--- src/hdl/cws_consts.svh ---
// Offsets, field positions, reset values and addresses of the configuration shadow loader
`ifndef CWS_CONSTS_SVH
`define CWS_CONSTS_SVH

// Flash word addresses of the two packed configuration words (top of program memory)
`define CWS_FLASH_HIGH_ADDR   24'h002BFC
`define CWS_FLASH_LOW_ADDR    24'h002BFE

// Configuration space window, reachable by table reads only
`define CWS_CFG_SPACE_BASE    24'h800000
`define CWS_SHADOW_BASE       24'hF80000
`define CWS_SEG_PROT_ADDR     24'hF80004
`define CWS_OSC_SEL_ADDR      24'hF80006
`define CWS_OSC_CFG_ADDR      24'hF80008
`define CWS_WDT_ADDR          24'hF8000A
`define CWS_PWR_PWM_ADDR      24'hF8000C
`define CWS_DEBUG_ADDR        24'hF8000E

// Shadow value before a load: every bit unprogrammed
`define CWS_SHADOW_DEFAULT    8'hFF
`define CWS_UNIMPL_WORD       16'hFFFF
`define CWS_UNIMPL_BYTE       8'hFF

// High configuration word field positions
`define CWS_HI_TWO_SPEED      15
`define CWS_HI_PWM_KEY_LOCK   14
`define CWS_HI_PWM_PIN_RST    13
`define CWS_HI_WDOG_WIN_MSB   12
`define CWS_HI_WDOG_WIN_LSB   11
`define CWS_HI_OSC_SRC_MSB    10
`define CWS_HI_OSC_SRC_LSB    8
`define CWS_HI_CLK_SW_MSB     7
`define CWS_HI_CLK_SW_LSB     6
`define CWS_HI_OSC_PIN_FUNC   5
`define CWS_HI_PIN_MAP_ONCE   4
`define CWS_HI_LOW_SIDE_POL   3
`define CWS_HI_ALT_I2C_PINS   2
`define CWS_HI_PRI_OSC_MSB    1
`define CWS_HI_PRI_OSC_LSB    0

// Low configuration word field positions
`define CWS_LO_RSV_MSB        15
`define CWS_LO_RSV_LSB        14
`define CWS_LO_CODE_PROT      13
`define CWS_LO_WRITE_PROT     12
`define CWS_LO_DEVTOOL        11
`define CWS_LO_HIGH_SIDE_POL  10
`define CWS_LO_DBG_CH_MSB     9
`define CWS_LO_DBG_CH_LSB     8
`define CWS_LO_WDT_MSB        7
`define CWS_LO_WDT_LSB        0

// Shadow field positions
`define CWS_SEG_CODE_PROT_POS  1
`define CWS_SEG_WRITE_PROT_POS 0

`endif

--- src/hdl/cws_pkg.sv ---
// Types shared by the configuration shadow loader
package cws_pkg;
  typedef enum logic [1:0] {
    CWS_REQ_HI = 2'h0,
    CWS_REQ_LO = 2'h1,
    CWS_DONE   = 2'h3
  } cws_state_t;
endpackage

--- src/hdl/cws_loader.sv ---
// Configuration shadow loader: copies two flash words into six read-only shadows on reset
//
// Summary of operation
// RQ1: Shadow bits copy flash bits directly: programmed reads 0, unprogrammed reads 1.
// RQ2: Shadows are read-only, at consecutive addresses in configuration space from 0xF80004.
// RQ3: Configuration space answers table reads only, never fetches or data accesses.
// RQ4: Shadows are volatile and hold no settings until reloaded after power-up.
// RQ5: Loader fetches exactly the two top flash words of program memory.
// RQ6: Every reset, power-on included, starts a fresh transfer into the shadows.
// RQ7: Packed word bits are routed to their own places among six shadows.
// RQ8: Bits 23 to 16 of each flash word are ignored entirely.
// RQ9: Tools program each flash word upper byte as all ones.
// RQ10: Erased (zero) flash words load as zeros, turning code protection on.
// RQ11: Software keeps code off the last page and never erases it.
// RQ12: Unimplemented shadow and flash word bits read as 1.
// RQ13: Debug shadow bits 5 and 4 (low word 15, 14) are programmed 0.
// RQ14: Low word bit 11 is for development tools, programmed 1.
// RQ15: PWM lock, pin reset state and polarity bits exist only on motor variants.
// RQ16: Oscillator pin function bit, high word bit 5, arrives programmed 0.
// RQ17: Code protect at bit 1, write protect at bit 0 of segment shadow.
// RQ18: Code protect 0 protects all user program memory; 1 leaves it open.
// RQ19: Shadows finish loading before core and dependants leave reset.
// RQ20: Before a load completes, shadows show a defined all-ones default.
`timescale 1ns/1ps
`include "cws_consts.svh"

module cws_loader #(
  parameter logic [23:0] FLASH_HIGH_ADDR = `CWS_FLASH_HIGH_ADDR,
  parameter logic [23:0] FLASH_LOW_ADDR  = `CWS_FLASH_LOW_ADDR,
  parameter logic        MC_VARIANT      = 1'b1
) (
  // Clock and reset
  input  wire logic        mclk_in,
  input  wire logic        rst_in,
  // Flash read port
  output logic [23:0]      flash_addr_out,
  output logic             flash_rd_out,
  input  wire logic [23:0] flash_data_in,
  input  wire logic        flash_valid_in,
  // Table read port
  input  wire logic        tbl_rd_in,
  input  wire logic [23:0] tbl_addr_in,
  output logic [15:0]      tbl_data_out,
  output logic             tbl_valid_out,
  output logic             tbl_hit_out,
  // Shadow values
  output logic [7:0]       segment_protect_shadow_out,
  output logic [7:0]       osc_select_shadow_out,
  output logic [7:0]       osc_config_shadow_out,
  output logic [7:0]       watchdog_shadow_out,
  output logic [7:0]       power_pwm_shadow_out,
  output logic [7:0]       debug_channel_shadow_out,
  // Decoded controls
  output logic             code_protect_out,
  output logic             write_protect_out,
  output logic             core_rst_out,
  output logic             load_done_out
);

  cws_pkg::cws_state_t load_state;
  cws_pkg::cws_state_t next_load_state;
  logic [15:0]         high_word;

  // Only the low 16 bits carry configuration; the upper byte is never looked at
  wire [15:0] hi = high_word;                       // [RQ8]
  wire [15:0] lo = flash_data_in[15:0];             // [RQ8]

  // Motor-control bits read 1 on other variants
  wire pwm_key_lock_bit        = MC_VARIANT ? hi[`CWS_HI_PWM_KEY_LOCK]  : 1'b1; // [RQ15]
  wire pwm_pin_reset_state_bit = MC_VARIANT ? hi[`CWS_HI_PWM_PIN_RST]   : 1'b1; // [RQ15]
  wire low_side_polarity_bit   = MC_VARIANT ? hi[`CWS_HI_LOW_SIDE_POL]  : 1'b1; // [RQ15]
  wire high_side_polarity_bit  = MC_VARIANT ? lo[`CWS_LO_HIGH_SIDE_POL] : 1'b1; // [RQ15]

  // Unpacking; bits are copied as stored so programmed bits stay 0 and erased words give 0
  wire [7:0] next_seg  = {6'h3F, lo[`CWS_LO_CODE_PROT],
                          lo[`CWS_LO_WRITE_PROT]};                      // [RQ7] [RQ17] [RQ12]
  wire [7:0] next_osel = {hi[`CWS_HI_TWO_SPEED], pwm_key_lock_bit, 1'b1,
                          hi[`CWS_HI_WDOG_WIN_MSB:`CWS_HI_WDOG_WIN_LSB],
                          hi[`CWS_HI_OSC_SRC_MSB:`CWS_HI_OSC_SRC_LSB]}; // [RQ7]
  wire [7:0] next_ocfg = {hi[`CWS_HI_CLK_SW_MSB:`CWS_HI_CLK_SW_LSB],
                          hi[`CWS_HI_PIN_MAP_ONCE], 2'h3, hi[`CWS_HI_OSC_PIN_FUNC],
                          hi[`CWS_HI_PRI_OSC_MSB:`CWS_HI_PRI_OSC_LSB]}; // [RQ7] [RQ16]
  wire [7:0] next_wdt  = lo[`CWS_LO_WDT_MSB:`CWS_LO_WDT_LSB];           // [RQ1] [RQ7]
  wire [7:0] next_pwr  = {pwm_pin_reset_state_bit, high_side_polarity_bit,
                          low_side_polarity_bit, hi[`CWS_HI_ALT_I2C_PINS],
                          4'hF};                                        // [RQ7] [RQ12]
  wire [7:0] next_dbg  = {lo[`CWS_LO_DEVTOOL], 1'b1, lo[`CWS_LO_RSV_MSB:`CWS_LO_RSV_LSB],
                          2'h3, lo[`CWS_LO_DBG_CH_MSB:`CWS_LO_DBG_CH_LSB]}; // [RQ7] [RQ13] [RQ14]

  wire take_high = (load_state == cws_pkg::CWS_REQ_HI) && flash_valid_in;
  wire take_low  = (load_state == cws_pkg::CWS_REQ_LO) && flash_valid_in;

  // Load sequencer: high word, then low word, then idle until the next reset
  always_comb
  begin
    next_load_state = load_state;
    unique case (load_state)
      cws_pkg::CWS_REQ_HI:
      begin
        if (flash_valid_in)
          next_load_state = cws_pkg::CWS_REQ_LO;
      end
      cws_pkg::CWS_REQ_LO:
      begin
        if (flash_valid_in)
          next_load_state = cws_pkg::CWS_DONE;
      end
      cws_pkg::CWS_DONE:
        next_load_state = cws_pkg::CWS_DONE;
      default:
        next_load_state = cws_pkg::CWS_REQ_HI;
    endcase
  end

  wire [23:0] next_flash_addr = (next_load_state == cws_pkg::CWS_REQ_LO) ?
                                FLASH_LOW_ADDR : FLASH_HIGH_ADDR;         // [RQ5]
  wire        next_flash_rd   = (next_load_state != cws_pkg::CWS_DONE);

  // Any reset restarts the sequence from the high word
  always_ff @(posedge mclk_in)
  begin
    if (rst_in)
    begin
      load_state     <= cws_pkg::CWS_REQ_HI;       // [RQ6]
      flash_addr_out <= FLASH_HIGH_ADDR;           // [RQ5]
      flash_rd_out   <= 1'b0;
      high_word      <= `CWS_UNIMPL_WORD;
      load_done_out  <= 1'b0;
    end
    else
    begin
      load_state     <= next_load_state;
      flash_addr_out <= next_flash_addr;
      flash_rd_out   <= next_flash_rd;
      load_done_out  <= (next_load_state == cws_pkg::CWS_DONE);
      if (take_high)
        high_word <= flash_data_in[15:0];
    end
  end

  // Core stays in reset until the shadows are valid, so nobody sees stale settings
  always_ff @(posedge mclk_in)
  begin
    if (rst_in)
      core_rst_out <= 1'b1;                        // [RQ19]
    else
      core_rst_out <= (next_load_state != cws_pkg::CWS_DONE); // [RQ19]
  end

  // Volatile shadows: forced to the unprogrammed default on every reset
  always_ff @(posedge mclk_in)
  begin
    if (rst_in)
    begin
      segment_protect_shadow_out <= `CWS_SHADOW_DEFAULT; // [RQ4] [RQ20]
      osc_select_shadow_out      <= `CWS_SHADOW_DEFAULT;
      osc_config_shadow_out      <= `CWS_SHADOW_DEFAULT;
      watchdog_shadow_out        <= `CWS_SHADOW_DEFAULT;
      power_pwm_shadow_out       <= `CWS_SHADOW_DEFAULT;
      debug_channel_shadow_out   <= `CWS_SHADOW_DEFAULT;
      code_protect_out           <= 1'b0;
      write_protect_out          <= 1'b0;
    end
    else if (take_low)
    begin
      // Both words land together, so no shadow ever mixes an old and a new word
      segment_protect_shadow_out <= next_seg;
      osc_select_shadow_out      <= next_osel;
      osc_config_shadow_out      <= next_ocfg;
      watchdog_shadow_out        <= next_wdt;
      power_pwm_shadow_out       <= next_pwr;
      debug_channel_shadow_out   <= next_dbg;
      code_protect_out           <= ~next_seg[`CWS_SEG_CODE_PROT_POS];  // [RQ18] [RQ10]
      write_protect_out          <= ~next_seg[`CWS_SEG_WRITE_PROT_POS]; // [RQ17]
    end
  end

  // Table read decode; there is no write path, so the shadows are read-only
  wire in_cfg_space = (tbl_addr_in >= `CWS_CFG_SPACE_BASE);      // [RQ3]
  wire hit_seg  = (tbl_addr_in == `CWS_SEG_PROT_ADDR);           // [RQ2]
  wire hit_osel = (tbl_addr_in == `CWS_OSC_SEL_ADDR);
  wire hit_ocfg = (tbl_addr_in == `CWS_OSC_CFG_ADDR);
  wire hit_wdt  = (tbl_addr_in == `CWS_WDT_ADDR);
  wire hit_pwr  = (tbl_addr_in == `CWS_PWR_PWM_ADDR);
  wire hit_dbg  = (tbl_addr_in == `CWS_DEBUG_ADDR);

  wire [7:0] sel_byte = hit_seg  ? segment_protect_shadow_out :
                        hit_osel ? osc_select_shadow_out :
                        hit_ocfg ? osc_config_shadow_out :
                        hit_wdt  ? watchdog_shadow_out :
                        hit_pwr  ? power_pwm_shadow_out :
                        hit_dbg  ? debug_channel_shadow_out :
                        `CWS_UNIMPL_BYTE;

  // Upper byte of each shadow word is unimplemented and reads as ones
  wire [15:0] next_tbl_data = {`CWS_UNIMPL_BYTE, sel_byte};      // [RQ12]

  always_ff @(posedge mclk_in)
  begin
    if (rst_in)
    begin
      tbl_valid_out <= 1'b0;
      tbl_hit_out   <= 1'b0;
      tbl_data_out  <= `CWS_UNIMPL_WORD;
    end
    else
    begin
      tbl_valid_out <= tbl_rd_in;                                // [RQ3]
      tbl_hit_out   <= tbl_rd_in && in_cfg_space;                // [RQ3]
      tbl_data_out  <= (tbl_rd_in && in_cfg_space) ? next_tbl_data : `CWS_UNIMPL_WORD;
    end
  end

  // Checks
  a_core_held_load: // [RQ19]
    assert property (@(posedge mclk_in) disable iff (rst_in)
      (load_state != cws_pkg::CWS_DONE) |-> core_rst_out)
      else $error("core released before shadows loaded");

  a_high_word_fetch: // [RQ5]
    assert property (@(posedge mclk_in) disable iff (rst_in)
      (flash_rd_out && load_state == cws_pkg::CWS_REQ_HI) |-> flash_addr_out == FLASH_HIGH_ADDR)
      else $error("high word fetched from wrong address");

  a_low_word_fetch: // [RQ5]
    assert property (@(posedge mclk_in) disable iff (rst_in)
      (flash_rd_out && load_state == cws_pkg::CWS_REQ_LO) |-> flash_addr_out == FLASH_LOW_ADDR)
      else $error("low word fetched from wrong address");

  a_unpack_copy: // [RQ7]
    assert property (@(posedge mclk_in) disable iff (rst_in)
      take_low |=> (watchdog_shadow_out == $past(flash_data_in[7:0])) &&
                   (debug_channel_shadow_out[1:0] == $past(flash_data_in[9:8])) &&
                   (segment_protect_shadow_out[1:0] == $past(flash_data_in[13:12])))
      else $error("shadow does not match packed word");

  a_code_protect_map: // [RQ18]
    assert property (@(posedge mclk_in) disable iff (rst_in)
      (load_state == cws_pkg::CWS_DONE) |->
        code_protect_out == !segment_protect_shadow_out[1])
      else $error("code protect does not follow shadow bit");

  a_unimpl_ones: // [RQ12]
    assert property (@(posedge mclk_in) disable iff (rst_in)
      (segment_protect_shadow_out[7:2] == 6'h3F) && (power_pwm_shadow_out[3:0] == 4'hF))
      else $error("unimplemented shadow bit reads zero");

  a_variant_pwm: // [RQ15]
    assert property (@(posedge mclk_in) disable iff (rst_in)
      (MC_VARIANT == 1'b0) |-> (power_pwm_shadow_out[7:5] == 3'h7) && osc_select_shadow_out[6])
      else $error("pwm bit present on non motor variant");

  a_table_answer: // [RQ2]
    assert property (@(posedge mclk_in) disable iff (rst_in)
      (tbl_rd_in && tbl_addr_in == `CWS_SEG_PROT_ADDR && !take_low) |=>
        tbl_valid_out && tbl_data_out == {8'hFF, segment_protect_shadow_out})
      else $error("segment shadow table read wrong");

  a_table_only: // [RQ3]
    assert property (@(posedge mclk_in) disable iff (rst_in)
      (!tbl_rd_in || tbl_addr_in < `CWS_CFG_SPACE_BASE) |=> !tbl_hit_out)
      else $error("configuration space reached without table read");

  a_reset_reload: // [RQ6]
    assert property (@(posedge mclk_in)
      rst_in |=> (load_state == cws_pkg::CWS_REQ_HI) && core_rst_out &&
                 (segment_protect_shadow_out == 8'hFF))
      else $error("reset did not restart the load");

  a_shadow_read_only: // [RQ2]
    assert property (@(posedge mclk_in) disable iff (rst_in)
      !take_low |=> $stable({segment_protect_shadow_out, osc_select_shadow_out,
                             osc_config_shadow_out, watchdog_shadow_out,
                             power_pwm_shadow_out, debug_channel_shadow_out}))
      else $error("shadow changed outside a load");

  a_done_holds: // [RQ5]
    assert property (@(posedge mclk_in) disable iff (rst_in)
      (load_state == cws_pkg::CWS_DONE) |=>
        (load_state == cws_pkg::CWS_DONE) && !flash_rd_out)
      else $error("flash read after the load finished");

  a_default_before_load: // [RQ20] [RQ4]
    assert property (@(posedge mclk_in) disable iff (rst_in)
      (load_state != cws_pkg::CWS_DONE) |->
        (segment_protect_shadow_out == `CWS_SHADOW_DEFAULT) &&
        (debug_channel_shadow_out == `CWS_SHADOW_DEFAULT))
      else $error("shadow left default before the load completed");

  a_protect_before_load: // [RQ20]
    assert property (@(posedge mclk_in) disable iff (rst_in)
      !load_done_out |-> !code_protect_out && !write_protect_out)
      else $error("protection active before the load completed");

  a_table_pulse: // [RQ3]
    assert property (@(posedge mclk_in) disable iff (rst_in)
      tbl_rd_in |=> tbl_valid_out)
      else $error("table read not answered");

  a_table_idle: // [RQ12]
    assert property (@(posedge mclk_in) disable iff (rst_in)
      !tbl_rd_in |=> !tbl_valid_out && (tbl_data_out == `CWS_UNIMPL_WORD))
      else $error("table port active without a read");

  a_upper_byte_ones: // [RQ12]
    assert property (@(posedge mclk_in) disable iff (rst_in)
      tbl_valid_out |-> (tbl_data_out[15:8] == `CWS_UNIMPL_BYTE))
      else $error("upper byte of table data not all ones");

  a_high_capture: // [RQ8]
    assert property (@(posedge mclk_in) disable iff (rst_in)
      take_high |=> (high_word == $past(flash_data_in[15:0])))
      else $error("high word not captured from its low 16 bits");

  a_erased_protects: // [RQ10]
    assert property (@(posedge mclk_in) disable iff (rst_in)
      take_low && !flash_data_in[`CWS_LO_CODE_PROT] |=> code_protect_out)
      else $error("erased code protect bit did not enable protection");

  a_write_protect_map: // [RQ17]
    assert property (@(posedge mclk_in) disable iff (rst_in)
      load_done_out |->
        (write_protect_out == !segment_protect_shadow_out[`CWS_SEG_WRITE_PROT_POS]))
      else $error("write protect does not follow shadow bit");

endmodule

--- config.mk ---
export PLATFORM = sky130hd
export DESIGN_NAME = cws_loader
export DESIGN_NICKNAME = d
export VERILOG_FILES = /design/src/hdl/cws_pkg.sv /design/src/hdl/cws_loader.sv
export VERILOG_INCLUDE_DIRS = /design/src /design/src/hdl
export SDC_FILE = /design/constraint.sdc
export NUM_CORES = 1
export LEC_CHECK = 0
export BUFFER_PORTS_ARGS = -buffer_cell sky130_fd_sc_hd__buf_2
export CAP_MARGIN = 20
export CELL_PAD_IN_SITES_DETAIL_PLACEMENT = 1
export CELL_PAD_IN_SITES_GLOBAL_PLACEMENT = 2
export CORE_MARGIN = 2
export CORE_UTILIZATION = 28
export CTS_BUF_LIST = sky130_fd_sc_hd__clkbuf_4 sky130_fd_sc_hd__clkbuf_8
export CTS_CLUSTER_SIZE = 28
export DETAILED_ROUTE_END_ITERATION = 12
export HOLD_SLACK_MARGIN = 0.06
export PLACE_DENSITY = 0.85
export SYNTH_ARGS = -nofsm -noshare
export SYNTH_HDL_FRONTEND = slang
export SYNTH_SLANG_ARGS = --single-unit
export TNS_END_PERCENT = 50
--- constraint.sdc ---
create_clock -name mclk_in -period 2.2 [get_ports mclk_in]
set_input_delay 0.11 -clock mclk_in [delete_from_list [all_inputs] [get_ports mclk_in]]
set_output_delay 0.11 -clock mclk_in [all_outputs]
set_load 0.03 [all_outputs]
* Word-level counts from Yosys, hierarchy flattened
Cells that the tools add are included.
Word-level totals: flip-flop bits (word level) 97, logic and storage cells 48, output and inout bits 95, input bits 52
Cells by class: bitwise operators 3, magnitude comparators 1, muxes and demuxes 10, reduce and logical (&&, ||, !) cells 5, equal/unequal tests 11
Operator list (number):
- equality test 24 bit (second input constant) | 6
- 2-to-1 mux 8 bit | 6
- greater-or-equal comparator 24 bit (second input constant) | 1
- 2-to-1 mux 2 bit | 3
- case mux 2 bit (3 select lines) | 1
- equality test 2 x 1 -> 1 bit (second input constant) | 2
- equality test 2 bit (second input constant) | 2
- logical AND 1 bit | 3
- inverter 1 bit | 3
- zero test 2 bit | 1
- != test 2 bit (second input constant) | 1
- OR reduction 2 bit | 1

* Depth between registers and ports, before layout
depth after elaboration 7, gate-level depth with buffers 6, gate-level depth less buffers 5

* Worst setup path before layout
Ideal clock, no wire load.
path type flip-flop to flip-flop, from reg load_state[0], to reg high_word[11] (netlist: hi[11]), path slack 875 ps, library setup time 120 ps, stages on the path, launching flop included 5, data required time 2080 ps, clock period less this slack 1325 ps, arrival 1205 ps, buffers on the path 2, path through dfxtp_1 > and2b_1 > buf_2 > buf_2 > a211o_1
Between the ends: cells in the longest elaborated chain, start to end 2
Ends and longest elaborated chain:
- start, declared | RTL line cws_loader.sv:60 | cws_pkg::cws_state_t load_state;
- start signal, assigned | RTL line cws_loader.sv:124 | load_state <= cws_pkg::CWS_REQ_HI;
- start signal, assigned | RTL line cws_loader.sv:132 | load_state <= next_load_state;
- zero test 2 bit | RTL line cws_loader.sv:90 | wire take_high = (load_state == cws_pkg::CWS_REQ_HI) && flash_valid_in;
- logical AND 1 bit | RTL line cws_loader.sv:90
- end signal, assigned | RTL line cws_loader.sv:127 | high_word <= `CWS_UNIMPL_WORD;
- end signal, assigned | RTL line cws_loader.sv:137 | high_word <= flash_data_in[15:0];
- end, declared | RTL line cws_loader.sv:62 | logic [15:0] high_word;
No other way between the ends. A chain may end at the register's enable or synchronous reset.

* Worst setup path after layout
from in flash_valid_in, to reg code_protect_out
Between the ends: cells in the longest elaborated chain, start to end 1
Ends and longest elaborated chain:
- start, declared | RTL line cws_loader.sv:39 | input wire logic flash_valid_in,
- logical AND 1 bit | RTL line cws_loader.sv:91 | wire take_low = (load_state == cws_pkg::CWS_REQ_LO) && flash_valid_in;
- end signal, assigned | RTL line cws_loader.sv:173 | code_protect_out <= ~next_seg[`CWS_SEG_CODE_PROT_POS];
- end, declared | RTL line cws_loader.sv:54 | output logic code_protect_out,
No other way between the ends.

==> results.md <==
- Crit Reg-Reg Startpoint: load_state[1]
- Synthesized flop and latch total: 66
- # rows: 38
- Mean area per synthesized cell: 8.69 um2
- Ys Warns: 0
- Placed Instance Area: 3460 um2
- Share of the synthesized area in the top cell type: 43.3%
- Hold depth: 2
- Yosys cell types: 41
- # resized after CTS: 0
- Die Wd: 108 um
- Post-CTS Hold Fix Bufs: 19
- Logic pwr share: 19.4%
- Slowest cell on the critical path: dlygate4sd3_1
- Main flop type after synthesis: dfxtp_1
- Max H-tree Level: 3
- Crit path max fanout: 21
- Most Frequent Cell on Critical Path: nor2_1
- I/O pin total: 147
- Final Skew: 0.0111 ns
- Fin Setup TNS: 0 ns
- Crit. End Element: flip-flop
- Die H: 108 um
- Final hold violations: 0
- Fin. max-slew vios: 0
- Top-count cell post-synth: dfxtp_1
- CP peak stage delay: 0.52 ns
- Layout Nets: 508
- Critical Path RT: 2.47 ns
- Post-Layout Inst Area: 3830 um2
- Int Power: 1.96 mW
- EDFF count, synth: 0
- Clock Path Buffers: 2
- Routability cong.: 0.759
- Critical Path Source Type: primary input
- Share of layout cells above drive strength 1: 25.7%
- Syn Inst Count: 351
- # DRC: 0
- Die ar.: 11700 um2
- Clock Power Share: 34.2%
- Ys async rst share: 0%
- Max Cap Violations: 0
- Synth cell count leaders: dfxtp_1, nand2_1, buf_4
- Post-CTS Repair Setup Buffers: 0
- Crit-path cells: dlygate4sd3_1, buf_2, nor2b_1, nand2_1, buf_4, nor2_1, a21oi_1, nor2_1
- Remaining Overflow, GRT: 0
- Via density per instance: 4.34
- Final setup violation count: 0
- Status: complete, no violations
- Post-DP HPWL: 5930 um
- Seq pwr share: 46.4%
- Pwr dens: 742 nW/um2
- Leading area contributor after synthesis: dfxtp_1
- Number of global-route vias before repair: 2486
- Clock-pin slew on the worst setup and hold paths: 0.08 ns
- RSZ-0062 raised after global routing: no
- CORE AREA: 10700 um2
- ANT cells: 0
- Final worst-path cycle share: 77.6%
- Crit path kind: in -> reg
- Switch share: 31.1%
- Worst path arrival time: 1.98 ns
- Hold WC Path Type: in -> reg
- First-pass GRT wire length: 12500 um
- Post-DRT Antenna Nets: 0
- Drt first pass iters: 4
- Part of the Yosys area used for sequential elements: 43.3%
- Critical Path Start: flash_valid_in
- DRT iter0 DRCs: 81
- Psw: 0.883 mW
- Cts bufs inserted: 9
- Post-layout min period: 1.71 ns
- Final WL: 8000 um
- WL per Instance: 13.3 um
- Initial Util: 28.4%
- PortBufs: 91
- Hold path startpoint: tbl_addr_in[1]
- Reg2reg path depth: 6
- Initial antenna violation count: 0
- Syn-to-layout area delta: 25.6%
- Leakage dissipation: 1.76 nW
- Worst ir drop on vdd: 249 uV
- Max frequency: 0.586 GHz
- CTS Sinks: 66
- Post-Syn Area: 3050 um2
- Worst-Skew Late Latency: 0.34 ns
- Synth top area cells: dfxtp_1, buf_4, nand2_1
- Root Driver: clkbuf_8
- Overall Global Routing Usage: 13.7%
- DR vias: 2604
- CTS tree: done
- Largest net degree at the start of global routing: 56
flip-flops by register name, summed over array words and instances (netlist names):
signal                      count
debug_channel_shadow_out        5
load_done_out                   1
watchdog_shadow_out             8
load_state                      2
flash_rd_out                    1
tbl_hit_out                     1
tbl_data_out                    8
core_rst_out                    1
write_protect_out               1
hi                             16
osc_select_shadow_out           7
flash_addr_out                  1
tbl_valid_out                   1
segment_protect_shadow_out      2
code_protect_out                1
osc_config_shadow_out           6
power_pwm_shadow_out            4
path summary, 6_finish.rpt:
path	slack, ns	end
hold reg to reg	0.46	flash_addr_out[1]
setup / recovery	0.49	code_protect_out
hold / removal	0.16	tbl_data_out[3]
setup reg to reg	0.61	code_protect_out
metal layers:
layer / vias to the layer above / track usage (%) / part of all wire [%]
li1: 1305 / - / -
met1: 1204 / 17.1 / 44
met2: 88 / 21.9 / 47
met3: 7 / 5.24 / 8.2
met4: 0 / 4.21 / 0.93
met5: - / 0 / 0
critical path, delay by kind of cell:
kind / cells / cell delay [ns]
buffers and inverters: 3 / 0.98
AO/OA/AOI/OAI: 1 / 0.06
AND/OR/NAND/NOR: 4 / 0.83
layout by cell type, fill, tap and decap left out, types with 4 or more instances in the layout:
master,netlist,final
a211o_1,18,18
buf_2,8,91
conb_1,2,47
dfxtp_1,66,66
nand2_1,64,64
dlygate4sd3_1,0,19
nor2b_1,21,21
mux2i_1,6,6
inv_1,5,5
nor3_1,5,5
clkinv_2,0,4
o21ai_0,4,4
nor2_1,17,17
clkbuf_8,0,9
nand3_1,6,6
a21oi_1,10,10
nand3b_1,31,31
buf_4,47,6
kinds of logic (layout without fill, tap and decap cells):
family,after synthesis,count (layout),synth area share (%)
other,2,47,0.246
XOR/XNOR,1,1,0.287
flip-flops,66,66,43.3
AND/OR/NAND/NOR,156,156,27.6
buffers and inverters,72,136,15.0
AO/OA/AOI/OAI,48,48,11.6
multiplexers,6,6,1.97
metrics by stage:
step           hold WS [ns]  worst slack (ns)  utilization (%)  power, mW  instances
3_3_place_gp          0.316             0.632             32.2       1.86        566
3_5_place_dp          0.313             0.601             32.2       1.87        566
5_1_grt               0.183             0.336             35.6       3.00        600
2_1_floorplan         0.193             0.875                -       1.78        396
4_1_cts               0.133             0.506             35.6       2.89        600
6_report              0.159             0.493             35.6       2.84        600
layout make-up:
class                   count  area [um2]
clock buffers               9         124
clock inverters             6        58.8
fillers                  1305        6920
inverters                   5        18.8
multi-input cells         258        1440
flip-flops and latches     66        1320
well taps                 140         175
repair buffers            116         691
power groups by stage:
stage	combinational (mW)	sequential (mW)	clock (mW)
global route	0.601	1.33	1.07
global placement	0.518	1.35	0
detailed placement	0.527	1.35	0
finish	0.552	1.32	0.971
CTS	0.555	1.32	1.01
floorplan	0.362	1.42	0
(Power assumes the default switching activity.)
